===== src/inc/io_pin_function_map.vh =====
`ifndef IO_PIN_FUNCTION_MAP_VH
`define IO_PIN_FUNCTION_MAP_VH

// ----------------------------------------------------------------------
// Pointer byte values
// ----------------------------------------------------------------------
`define PTR_SEQUENCE 8'h02
`define PTR_PIN_SELECT 8'h04
`define PTR_PULLDOWN 8'h06
`define PTR_OUT_SELECT 8'h07
`define PTR_OUT_LEVEL 8'h08
`define PTR_IN_SELECT 8'h0a
`define PTR_DRIVE_TYPE 8'h0c
`define PTR_HIGH_Z 8'h0d
`define PTR_CURRENT_EN 8'h0e
`define PTR_RESULT_READ 8'h40

// ----------------------------------------------------------------------
// Reset values
// ----------------------------------------------------------------------
`define RST_SEQUENCE 11'h000
`define RST_BYTE_ZERO 8'h00
`define RST_PULLDOWN 8'hff
`define RST_CURRENT_EN 4'h0

// ----------------------------------------------------------------------
// Sequence register fields
// ----------------------------------------------------------------------
`define SEQ_TEMP_BIT 8
`define SEQ_REPEAT_BIT 9
`define SEQ_SUPPLY_BIT 10

// ----------------------------------------------------------------------
// Result word layout and conversion slots
// ----------------------------------------------------------------------
`define TAG_TEMP 4'h8
`define TAG_SUPPLY 4'h9
`define SLOT_TEMP 4'h8
`define SLOT_SUPPLY 4'h9
`define SLOT_NONE 4'hf
`define SLOT_COUNT 10

// ----------------------------------------------------------------------
// Bus address, arbitrary default
// ----------------------------------------------------------------------
`define DEV_ADDR_DEFAULT 7'h48

`endif


===== src/rtl/io_pin_function_config.v =====
`timescale 1ns/1ps
`include "io_pin_function_map.vh"

// Behaviour
// RULE_01: Channel result words carry flag 0 and the channel number in bits 14-12.
// RULE_02: Temperature results carry top nibble 1000 above twelve data bits.
// RULE_03: Quarter-supply results carry top nibble 1001 above twelve data bits.
// RULE_04: Pointer 0x04 selects the conversion pin select register.
// RULE_05: Pointer 0x02 selects the conversion sequence register.
// RULE_06: Host writes address, pointer, high data byte, then low data byte.
// RULE_07: Pointer 0x40 then repeated start with read returns conversion results.
// RULE_08: Results go high byte first: flag, channel, top data; then low data.
// RULE_09: Continued reading returns the next enabled channel's result.
// RULE_10: With repeat on, enabled channels are cycled and refreshed continuously.
// RULE_11: Input select bit at one makes the pin a digital input.
// RULE_12: Output select bit at one makes the pin a digital output; reset zero.
// RULE_13: Drive type bit at one gives open-drain, zero push-pull.
// RULE_14: Output level bits drive pins low or high; reset zero.
// RULE_15: High impedance bit at one three-states the pin; reset zero.
// RULE_16: Pull-down bit at one ties the pin to ground weakly; reset ones.
// RULE_17: Current enable register at 0x0e holds four enables; upper bits reserved.
// RULE_18: An enabled current output disables that channel's voltage output.
// RULE_19: Doubled range has no effect while the current output is enabled.
// RULE_20: Host writes zeros into reserved upper bytes.
// RULE_21: Sequence bits: 9 repeat, 8 temperature, 10 supply, 7-0 channels.
// RULE_22: Enabled channels convert in ascending order.
// RULE_23: Register writes commit only after both data bytes are acknowledged.
module io_pin_function_config #(
  parameter [6:0] DEV_ADDR = `DEV_ADDR_DEFAULT, // Bus address, arbitrary value
  parameter FIFO_DEPTH = 8,
  parameter FIFO_AW = 3
) (
  input wire CLK_I,              // 100 MHz clock
  input wire RST_N_I,            // Synchronous reset, active low
  input wire SCL_I,              // Serial clock pin
  input wire SDA_I,              // Serial data pin level
  output wire SDA_O,             // Serial data drive value
  output reg SDA_OE_O,           // Serial data drive enable
  input wire [7:0] IO_I,         // Pin levels
  output reg [7:0] IO_O,         // Pin drive values
  output reg [7:0] IO_OE_O,      // Pin drive enables
  output reg [7:0] PULLDOWN_EN_O, // Weak pull-down enables
  output reg [7:0] ADC_PIN_EN_O, // Pins routed to converter input
  output reg [7:0] GPIO_IN_O,    // Sampled digital inputs
  output reg CONV_REQ_O,         // Conversion start pulse
  output reg [3:0] CONV_CH_O,    // Conversion slot
  input wire [11:0] CONV_DATA_I, // Conversion sample
  input wire CONV_VALID_I,       // Sample ready pulse
  input wire [7:0] RANGE_X2_I,   // Requested doubled range
  output reg [7:0] RANGE_X2_EFF_O, // Effective doubled range
  output reg [7:0] VOUT_EN_O,    // Voltage output enables
  output reg [3:0] IOUT_EN_O     // Current output enables
);

  localparam [2:0] B_IDLE = 3'd0;
  localparam [2:0] B_RX = 3'd1;
  localparam [2:0] B_TX = 3'd2;
  localparam [2:0] B_WAIT_STOP = 3'd3;
  localparam [1:0] S_IDLE = 2'd0;
  localparam [1:0] S_REQ = 2'd1;
  localparam [1:0] S_WAIT = 2'd2;
  localparam [1:0] S_PUSH = 2'd3;

  // ----------------------------------------------------------------------
  // Helper functions
  // ----------------------------------------------------------------------
  function [3:0] next_slot;
    input [4:0] from;
    input [9:0] mask;
    integer k;
    reg found;
    begin
      next_slot = `SLOT_NONE;
      found = 1'b0;
      for (k = 0; k < `SLOT_COUNT; k = k + 1) begin
        if (!found && (k >= from) && mask[k]) begin
          next_slot = k[3:0];
          found = 1'b1;
        end
      end
    end
  endfunction

  function [15:0] format_word;
    input [3:0] slot;
    input [11:0] data;
    begin
      if (slot == `SLOT_TEMP) begin
        format_word = {`TAG_TEMP, data};
      end else if (slot == `SLOT_SUPPLY) begin
        format_word = {`TAG_SUPPLY, data};
      end else begin
        format_word = {1'b0, slot[2:0], data};
      end
    end
  endfunction

  // ----------------------------------------------------------------------
  // Registers and internal signals
  // ----------------------------------------------------------------------
  reg [10:0] seq_reg;
  reg [7:0] pin_sel_reg, in_sel_reg, out_sel_reg, drive_type_reg, level_reg;
  reg [7:0] high_impedance_bits, pulldown_reg, shift_reg, ptr_reg, msb_hold_reg;
  reg [7:0] io_s1, io_s2;
  reg [3:0] current_en_reg, bit_cnt_reg, slot_reg;
  reg scl_s1, scl_s2, scl_s3;
  reg sda_s1, sda_s2, sda_s3;
  reg [2:0] bus_state_reg;
  reg [1:0] byte_idx_reg, seq_state_reg;
  reg ack_phase_reg, addr_read_reg, rd_low_reg, pop_reg, seq_written_reg;
  reg [15:0] rd_word_reg, result_reg, reg_rd;
  wire scl_rise, scl_fall, start_cond, stop_cond;
  wire fifo_in_ready, fifo_out_valid;
  wire [15:0] fifo_out_data, src_word;
  wire [9:0] slot_mask;
  wire [3:0] first_slot, following_slot;

  assign SDA_O = 1'b0;
  assign scl_rise = scl_s2 & ~scl_s3;
  assign scl_fall = ~scl_s2 & scl_s3;
  assign start_cond = scl_s2 & scl_s3 & sda_s3 & ~sda_s2;
  assign stop_cond = scl_s2 & scl_s3 & ~sda_s3 & sda_s2;
  assign slot_mask = {seq_reg[`SEQ_SUPPLY_BIT], seq_reg[`SEQ_TEMP_BIT], seq_reg[7:0]}; // [RULE_21]
  assign first_slot = next_slot(5'd0, slot_mask); // [RULE_22]
  assign following_slot = next_slot({1'b0, slot_reg} + 5'd1, slot_mask); // [RULE_22]
  assign src_word = (ptr_reg == `PTR_RESULT_READ) ?
                    (fifo_out_valid ? fifo_out_data : 16'h0000) : reg_rd; // [RULE_07]

  // ----------------------------------------------------------------------
  // Pin synchronisers
  // ----------------------------------------------------------------------
  always @(posedge CLK_I) begin
    if (!RST_N_I) begin
      {scl_s3, scl_s2, scl_s1} <= 3'h7;
      {sda_s3, sda_s2, sda_s1} <= 3'h7;
      {io_s2, io_s1} <= 16'h0000;
    end else begin
      {scl_s3, scl_s2, scl_s1} <= {scl_s2, scl_s1, SCL_I};
      {sda_s3, sda_s2, sda_s1} <= {sda_s2, sda_s1, SDA_I};
      {io_s2, io_s1} <= {io_s1, IO_I};
    end
  end

  // Register readback mux
  always @* begin
    case (ptr_reg)
      `PTR_SEQUENCE: reg_rd = {5'h00, seq_reg};
      `PTR_PIN_SELECT: reg_rd = {8'h00, pin_sel_reg};
      `PTR_PULLDOWN: reg_rd = {8'h00, pulldown_reg};
      `PTR_OUT_SELECT: reg_rd = {8'h00, out_sel_reg};
      `PTR_OUT_LEVEL: reg_rd = {8'h00, level_reg};
      `PTR_IN_SELECT: reg_rd = {8'h00, in_sel_reg};
      `PTR_DRIVE_TYPE: reg_rd = {8'h00, drive_type_reg};
      `PTR_HIGH_Z: reg_rd = {8'h00, high_impedance_bits};
      `PTR_CURRENT_EN: reg_rd = {12'h000, current_en_reg}; // [RULE_17]
      default: reg_rd = 16'h0000;
    endcase
  end

  // ----------------------------------------------------------------------
  // Serial bus slave and register writes
  // ----------------------------------------------------------------------
  always @(posedge CLK_I) begin
    if (!RST_N_I) begin
      {bus_state_reg, bit_cnt_reg, byte_idx_reg} <= {B_IDLE, 6'h00};
      {rd_word_reg, shift_reg, ptr_reg, msb_hold_reg} <= 40'h0000000000;
      {ack_phase_reg, addr_read_reg, rd_low_reg, pop_reg, seq_written_reg, SDA_OE_O} <= 6'h00;
      seq_reg <= `RST_SEQUENCE;
      {pin_sel_reg, in_sel_reg} <= {2{`RST_BYTE_ZERO}};
      out_sel_reg <= `RST_BYTE_ZERO; // [RULE_12]
      drive_type_reg <= `RST_BYTE_ZERO; // [RULE_13]
      level_reg <= `RST_BYTE_ZERO; // [RULE_14]
      high_impedance_bits <= `RST_BYTE_ZERO; // [RULE_15]
      pulldown_reg <= `RST_PULLDOWN; // [RULE_16]
      current_en_reg <= `RST_CURRENT_EN;
    end else begin
      pop_reg <= 1'b0;
      seq_written_reg <= 1'b0;
      if (start_cond) begin
        // Start or repeated start keeps the pointer
        bus_state_reg <= B_RX;
        bit_cnt_reg <= 4'h0;
        ack_phase_reg <= 1'b0;
        byte_idx_reg <= 2'd0;
        SDA_OE_O <= 1'b0;
      end else if (stop_cond) begin
        bus_state_reg <= B_IDLE;
        SDA_OE_O <= 1'b0;
      end else if (scl_rise) begin
        if (ack_phase_reg) begin
          // Host acknowledge after a sent byte; high means end of read
          if (bus_state_reg == B_TX && sda_s2) begin
            bus_state_reg <= B_WAIT_STOP;
          end
        end else if (bus_state_reg == B_RX) begin
          shift_reg <= {shift_reg[6:0], sda_s2};
          bit_cnt_reg <= bit_cnt_reg + 4'h1;
        end else if (bus_state_reg == B_TX) begin
          bit_cnt_reg <= bit_cnt_reg + 4'h1;
        end
      end else if (scl_fall) begin
        if (!ack_phase_reg && bit_cnt_reg == 4'h8) begin
          ack_phase_reg <= 1'b1;
          if (bus_state_reg == B_TX) begin
            SDA_OE_O <= 1'b0;
          end else if (bus_state_reg == B_RX) begin
            SDA_OE_O <= 1'b1;
            if (byte_idx_reg == 2'd0) begin
              if (shift_reg[7:1] == DEV_ADDR) begin
                addr_read_reg <= shift_reg[0];
              end else begin
                SDA_OE_O <= 1'b0;
                bus_state_reg <= B_WAIT_STOP;
              end
            end else if (byte_idx_reg == 2'd1) begin
              ptr_reg <= shift_reg; // [RULE_04] [RULE_05]
            end else if (byte_idx_reg == 2'd2) begin
              msb_hold_reg <= shift_reg; // [RULE_06]
            end else begin
              // Commit on the low byte; upper byte is reserved except sequence bits 10-8 [RULE_23] [RULE_20]
              case (ptr_reg)
                `PTR_SEQUENCE: begin
                  seq_reg <= {msb_hold_reg[2:0], shift_reg}; // [RULE_05] [RULE_21]
                  seq_written_reg <= 1'b1;
                end
                `PTR_PIN_SELECT: pin_sel_reg <= shift_reg; // [RULE_04]
                `PTR_PULLDOWN: pulldown_reg <= shift_reg;
                `PTR_OUT_SELECT: out_sel_reg <= shift_reg;
                `PTR_OUT_LEVEL: level_reg <= shift_reg;
                `PTR_IN_SELECT: in_sel_reg <= shift_reg;
                `PTR_DRIVE_TYPE: drive_type_reg <= shift_reg;
                `PTR_HIGH_Z: high_impedance_bits <= shift_reg;
                `PTR_CURRENT_EN: current_en_reg <= shift_reg[3:0]; // [RULE_17]
                default: current_en_reg <= current_en_reg;
              endcase
            end
          end
        end else if (ack_phase_reg) begin
          ack_phase_reg <= 1'b0;
          bit_cnt_reg <= 4'h0;
          SDA_OE_O <= 1'b0;
          if (bus_state_reg == B_RX) begin
            if (byte_idx_reg == 2'd0 && addr_read_reg) begin
              // Read begins with the high byte of the word [RULE_07] [RULE_08]
              bus_state_reg <= B_TX;
              rd_word_reg <= src_word;
              shift_reg <= src_word[15:8];
              SDA_OE_O <= ~src_word[15];
              rd_low_reg <= 1'b1;
              pop_reg <= (ptr_reg == `PTR_RESULT_READ) & fifo_out_valid;
            end else if (byte_idx_reg != 2'd3) begin
              byte_idx_reg <= byte_idx_reg + 2'd1;
            end else begin
              // Further bytes restart the high/low pairing
              byte_idx_reg <= 2'd2;
            end
          end else if (bus_state_reg == B_TX) begin
            if (rd_low_reg) begin
              shift_reg <= rd_word_reg[7:0]; // [RULE_08]
              SDA_OE_O <= ~rd_word_reg[7];
              rd_low_reg <= 1'b0;
            end else begin
              // Next word of the block read [RULE_09] [RULE_10]
              rd_word_reg <= src_word;
              shift_reg <= src_word[15:8];
              SDA_OE_O <= ~src_word[15];
              rd_low_reg <= 1'b1;
              pop_reg <= (ptr_reg == `PTR_RESULT_READ) & fifo_out_valid;
            end
          end
        end else if (bus_state_reg == B_TX && bit_cnt_reg != 4'h0) begin
          shift_reg <= {shift_reg[6:0], 1'b0};
          SDA_OE_O <= ~shift_reg[6];
        end
      end
    end
  end

  // ----------------------------------------------------------------------
  // Conversion sequencer
  // ----------------------------------------------------------------------
  always @(posedge CLK_I) begin
    if (!RST_N_I) begin
      seq_state_reg <= S_IDLE;
      {CONV_REQ_O, CONV_CH_O, slot_reg, result_reg} <= 25'h0000000;
    end else begin
      CONV_REQ_O <= 1'b0;
      if (seq_written_reg) begin
        // New sequence drops the old one and starts at once
        slot_reg <= first_slot; // [RULE_22]
        seq_state_reg <= (first_slot != `SLOT_NONE) ? S_REQ : S_IDLE;
      end else begin
        case (seq_state_reg)
          S_IDLE: seq_state_reg <= S_IDLE;
          S_REQ: begin
            CONV_REQ_O <= 1'b1;
            CONV_CH_O <= slot_reg;
            seq_state_reg <= S_WAIT;
          end
          S_WAIT: begin
            if (CONV_VALID_I) begin
              result_reg <= format_word(slot_reg, CONV_DATA_I); // [RULE_01] [RULE_02] [RULE_03]
              seq_state_reg <= S_PUSH;
            end
          end
          S_PUSH: begin
            // Stalls while the buffer is full
            if (fifo_in_ready) begin
              if (following_slot != `SLOT_NONE) begin
                slot_reg <= following_slot; // [RULE_22]
                seq_state_reg <= S_REQ;
              end else if (seq_reg[`SEQ_REPEAT_BIT] && first_slot != `SLOT_NONE) begin
                slot_reg <= first_slot; // [RULE_10]
                seq_state_reg <= S_REQ;
              end else begin
                seq_state_reg <= S_IDLE;
              end
            end
          end
          default: seq_state_reg <= S_IDLE;
        endcase
      end
    end
  end

  result_fifo #(.WIDTH(16), .DEPTH(FIFO_DEPTH), .AW(FIFO_AW)) u_result_fifo (
    .clk_i(CLK_I),
    .rst_n_i(RST_N_I),
    .in_valid_i(seq_state_reg == S_PUSH),
    .in_ready_o(fifo_in_ready),
    .in_data_i(result_reg),
    .out_valid_o(fifo_out_valid),
    .out_ready_i(pop_reg),
    .out_data_o(fifo_out_data)
  );

  // ----------------------------------------------------------------------
  // Pin function outputs
  // ----------------------------------------------------------------------
  always @(posedge CLK_I) begin
    if (!RST_N_I) begin
      {IO_O, IO_OE_O, ADC_PIN_EN_O, GPIO_IN_O} <= {4{`RST_BYTE_ZERO}};
      {RANGE_X2_EFF_O, VOUT_EN_O, IOUT_EN_O} <= {`RST_BYTE_ZERO, `RST_BYTE_ZERO, `RST_CURRENT_EN};
      PULLDOWN_EN_O <= `RST_PULLDOWN;
    end else begin
      IO_O <= level_reg; // [RULE_14]
      // Open-drain drives only the low level; three-state wins [RULE_12] [RULE_13] [RULE_15]
      IO_OE_O <= out_sel_reg & ~high_impedance_bits & ~(drive_type_reg & level_reg);
      PULLDOWN_EN_O <= pulldown_reg; // [RULE_16]
      ADC_PIN_EN_O <= pin_sel_reg; // [RULE_04]
      GPIO_IN_O <= io_s2 & in_sel_reg; // [RULE_11]
      IOUT_EN_O <= current_en_reg; // [RULE_17]
      VOUT_EN_O <= ~(out_sel_reg | in_sel_reg | pin_sel_reg | high_impedance_bits) &
                   ~{4'h0, current_en_reg}; // [RULE_18]
      RANGE_X2_EFF_O <= RANGE_X2_I & ~{4'h0, current_en_reg}; // [RULE_19]
    end
  end

endmodule


===== src/rtl/result_fifo.v =====
`timescale 1ns/1ps

module result_fifo #(
  parameter WIDTH = 16,
  parameter DEPTH = 8,
  parameter AW = 3
) (
  input wire clk_i,              // System clock
  input wire rst_n_i,            // Synchronous reset, active low
  input wire in_valid_i,         // Write request
  output wire in_ready_o,        // Space available
  input wire [WIDTH-1:0] in_data_i, // Write word
  output wire out_valid_o,       // Word available
  input wire out_ready_i,        // Read acknowledge
  output wire [WIDTH-1:0] out_data_o // Head word
);

  reg [WIDTH-1:0] mem [0:DEPTH-1];
  reg [AW-1:0] wr_ptr_reg;
  reg [AW-1:0] rd_ptr_reg;
  reg [AW:0] count_reg;
  wire push;
  wire pop;

  // ----------------------------------------------------------------------
  // Handshake
  // ----------------------------------------------------------------------
  assign in_ready_o = (count_reg != DEPTH[AW:0]);
  assign out_valid_o = (count_reg != {(AW+1){1'b0}});
  assign push = in_valid_i & in_ready_o;
  assign pop = out_ready_i & out_valid_o;
  assign out_data_o = mem[rd_ptr_reg];

  // Storage array
  always @(posedge clk_i) begin
    if (push) begin
      mem[wr_ptr_reg] <= in_data_i;
    end
  end

  // Pointers and fill level
  always @(posedge clk_i) begin
    if (!rst_n_i) begin
      wr_ptr_reg <= {AW{1'b0}};
      rd_ptr_reg <= {AW{1'b0}};
      count_reg <= {(AW+1){1'b0}};
    end else begin
      if (push) begin
        wr_ptr_reg <= (wr_ptr_reg == DEPTH[AW-1:0] - 1'b1) ? {AW{1'b0}} : wr_ptr_reg + 1'b1;
      end
      if (pop) begin
        rd_ptr_reg <= (rd_ptr_reg == DEPTH[AW-1:0] - 1'b1) ? {AW{1'b0}} : rd_ptr_reg + 1'b1;
      end
      if (push && !pop) begin
        count_reg <= count_reg + 1'b1;
      end else if (pop && !push) begin
        count_reg <= count_reg - 1'b1;
      end
    end
  end

endmodule


===== config.mk =====
export PLATFORM = sky130hd
export DESIGN_NAME = io_pin_function_config
export DESIGN_NICKNAME = d
export VERILOG_FILES = /design/src/rtl/io_pin_function_config.v /design/src/rtl/result_fifo.v
export VERILOG_INCLUDE_DIRS = /design/src /design/src/inc
export SDC_FILE = /design/constraint.sdc
export NUM_CORES = 1
export LEC_CHECK = 0
export BUFFER_PORTS_ARGS = -buffer_cell sky130_fd_sc_hd__clkbuf_2
export CORE_UTILIZATION = 57
export CTS_CLUSTER_DIAMETER = 200
export CTS_CLUSTER_SIZE = 12
export DETAILED_ROUTE_END_ITERATION = 12
export GPL_TIMING_DRIVEN = 0
export PLACE_DENSITY_LB_ADDON = 0.1
export SYNTH_ARGS = -nofsm -noshare
export SYNTH_HDL_FRONTEND = slang
export SYNTH_SLANG_ARGS = --single-unit

===== constraint.sdc =====
create_clock -name CLK_I -period 3.41 [get_ports CLK_I]
set_clock_uncertainty 0.05 [all_clocks]
set_input_delay 0.1705 -clock CLK_I [delete_from_list [all_inputs] [get_ports CLK_I]]
set_output_delay 0.1705 -clock CLK_I [all_outputs]
set_load 0.05 [all_outputs]

==> qor.yml <==
status: "finished clean"
hp-class: "input pin to flip-flop"
regArea_um2: 8530
die-area_um2: 26800
first_iter_violations: 760
cts_sinks: 362
syn2layout_area_growth_pct: 15.9
finalNetCount: 1529
synth_compound_area_share_pct: 9.06
leakage_nw: 5.91
rsz0062_at_grt: "false"
hold_slack_ns: 0.0377
synthAdderAreaFrac_pct: 2.40
synth_top_area_cell: "dfxtp_1"
io_buffers: 98
synth_top_area_share_pct: 31.5
start_util_pct: 58.6
clockBufferDepth: 3
peakVddDrop_v: 0.000493
setup.worst_path.start: "slot_reg[1]"
synth_cells: 1292
cts_root_buf: "clkbuf_16"
antenna_found_initial: 0
avgRoutedWirePerCell_um: 21.0
fp-row-count: 58
end_kind: "flip-flop"
largest_reg_flops: 128
multi_input_area_um2: 5990
htree_levels: 2
synthXorXnorAreaFrac_pct: 0.412
synth_seq_cells: 362
postRouteAntennaNets: 0
fp.dieH_um: 164
vias: 10481
post_cts_buffers: 0
grt_max_degree: 15
final.period_utilization_pct: 94.0
grt_pass1_vias: 9971
drive_gt1_share_pct: 15.0
crit_fanout: 8
synth-async-reset-ratio_pct: 0
rr_startpoint: "slot_reg[1]"
place_congestion: 0.967
drtPass1Iterations: 5
synth_area_leaders: "dfxtp_1 31%, edfxtp_1 26%, mux2i_1 6.7%, mux4_2 4.8%, nor2b_1 3.2%"
arrival_ns: 3.61
wl_um: 38000
ys_seq_area_share_pct: 57.3
n_antenna_cell: 0
tightestPinTransition_ns: 1.04
drv_cap: 0
grt.overflow.total: 0
synth_nets: 1353
final_core_util_pct: 67.9
power_density_nw_per_um2: 478
place_hpwl_um: 26900
synth_top_family_by_area: "simple AND/OR/NAND/NOR gates"
worst_path_most_repeated_cell: "a31oi_1"
dominantRegCellSynth: "dfxtp_1"
vias_per_cell: 5.78
clock_latency_ns: 0.52
synth-simple-area-share_pct: 15.9
clk_pin_slew_ns: 0.06
synth_edf_count: 128
path_buf_inv: 1
fin_total_pwr_mw: 8.25
crit_required_ns: 3.81
synth.yosys.warnings: 0
setup_violations: 0
die_w_um: 164
drc: 0
synth_cell_types: 71
fillCellCount: 1952
cts_tree: "done"
crit_type: "flip-flop to flip-flop"
hold_viol_final: 0
core_um2: 25400
slew_viol_final: 0
grt_usage_pct: 29.1
crit_family: "simple AND/OR/NAND/NOR gates"
io_pins: 100
crit_slowest_cell: "dfxtp_1"
crit_chain: "inv_1, ha_1, or3b_4, o21a_1, o41ai_2, nor3b_4, a31oi_1, or3_1, a31oi_1"
avgSynthCellArea_um2: 11.5
grt_pass1_wl_um: 57900
start_kind: "flip-flop"
worstHoldStart: "RST_N_I"
slew_headroom_pct: 30.2
synthesis.area_um2: 14900
max_stage_delay_ns: 0.52
fmax_mhz: 312
cts_inserted_buffers: 36
synth_mux_area_share_pct: 12.2
fin_crit_ns: 3.21
-- synthesized netlist by cell type, drive strengths merged (27+ instances only) --
| library cell | n |
|---|---|
| a21boi | 39 |
| a21oi | 43 |
| and2 | 47 |
| clkbuf | 53 |
| dfxtp | 234 |
| edfxtp | 128 |
| ha | 27 |
| inv | 30 |
| mux2i | 100 |
| mux4 | 32 |
| nand2 | 123 |
| nand3 | 33 |
| nor2 | 65 |
| nor2b | 76 |
| o21ai | 40 |
-- worst min-delay path, delay by kind of cell --
kind | cells | cell delay (ns)
buffers and inverters | 1 | 0.14
AND/OR/NAND/NOR | 2 | 0.25
-- metrics by stage --
stage / instances / instance area [um2] / setup WS (ns) / setup TNS [ns]
2_1_floorplan: 1292 / 14900 / 0.603 / 0
3_3_place_gp: 1720 / 15800 / -1.08 / -32.36
3_5_place_dp: 1730 / 15900 / 0.195 / 0
4_1_cts: 1813 / 17200 / 0.178 / 0
5_1_grt: 1813 / 17200 / 0.00856 / 0
6_report: 1813 / 17200 / 0.204 / 0
-- layout make-up --
class                   instances  area share [%]
clock buffers                  49            5.51
inverters                      31           0.675
clock inverters                 4           0.326
well taps                     330            2.39
multi-input cells             828            34.7
repair buffers                138            5.25
flip-flops and latches        362            49.5
plain buffers                  71            1.65
-- cell families (layout without fill, tap and decap cells) --
group,after synthesis,after routing
AOI/OAI and AO/OA,204,204
xor gates and xnor gates,7,7
adders and majority gates,28,28
buffers and inverters,102,293
DFF,362,362
muxes,140,140
other,1,1
and+or+nand+nor,448,448
-- per-layer routing --
layer | wire (um) | up-vias | part of all wire (%) | track usage (%)
li1 | - | 4969 | - | -
met1 | 16000 | 5060 | 42 | 38.1
met2 | 18200 | 377 | 48 | 49.0
met3 | 2670 | 75 | 7.0 | 5.13
met4 | 1090 | 0 | 2.9 | 9.18
met5 | 0 | - | 0 | 0
-- repair_timing --
action	in CTS	in global routing
hold buffers	30	0
endpoints found under the setup margin	0	3
endpoints found under the hold margin	30	0
resized for setup	0	2
-- layout by cell type, fill, tap and decap left out, types with 32 or more instances in the layout --
cell type  count
mux4_2        32
nor2b_1       76
a21oi_1       43
dfxtp_1      233
nand3_1       32
nor2_1        61
clkbuf_1      66
a21boi_0      37
nand2_1      123
clkbuf_2      98
mux2i_1      100
o21ai_0       39
edfxtp_1     128
and2_1        47
clkbuf_16     36
-- power by group --
part	switching, mW	leakage, nW	internal (mW)
Clock	1.60	0.486	1.96
Sequential	0.00778	2.78	4.46
Combinational	0.136	2.64	0.0849
Total	1.74	5.91	6.50
-- path summary, 6_finish.rpt --
kind	endpoint	slack, ns	depth (start not counted)
worst max-delay path	slot_reg[1]	0.20	9
worst min-delay path	VOUT_EN_O[0]	0.04	3
worst max register to register	slot_reg[1]	0.20	9
worst min register to register	sda_s2	0.36	1
Power figures use the tool's default switching activity.
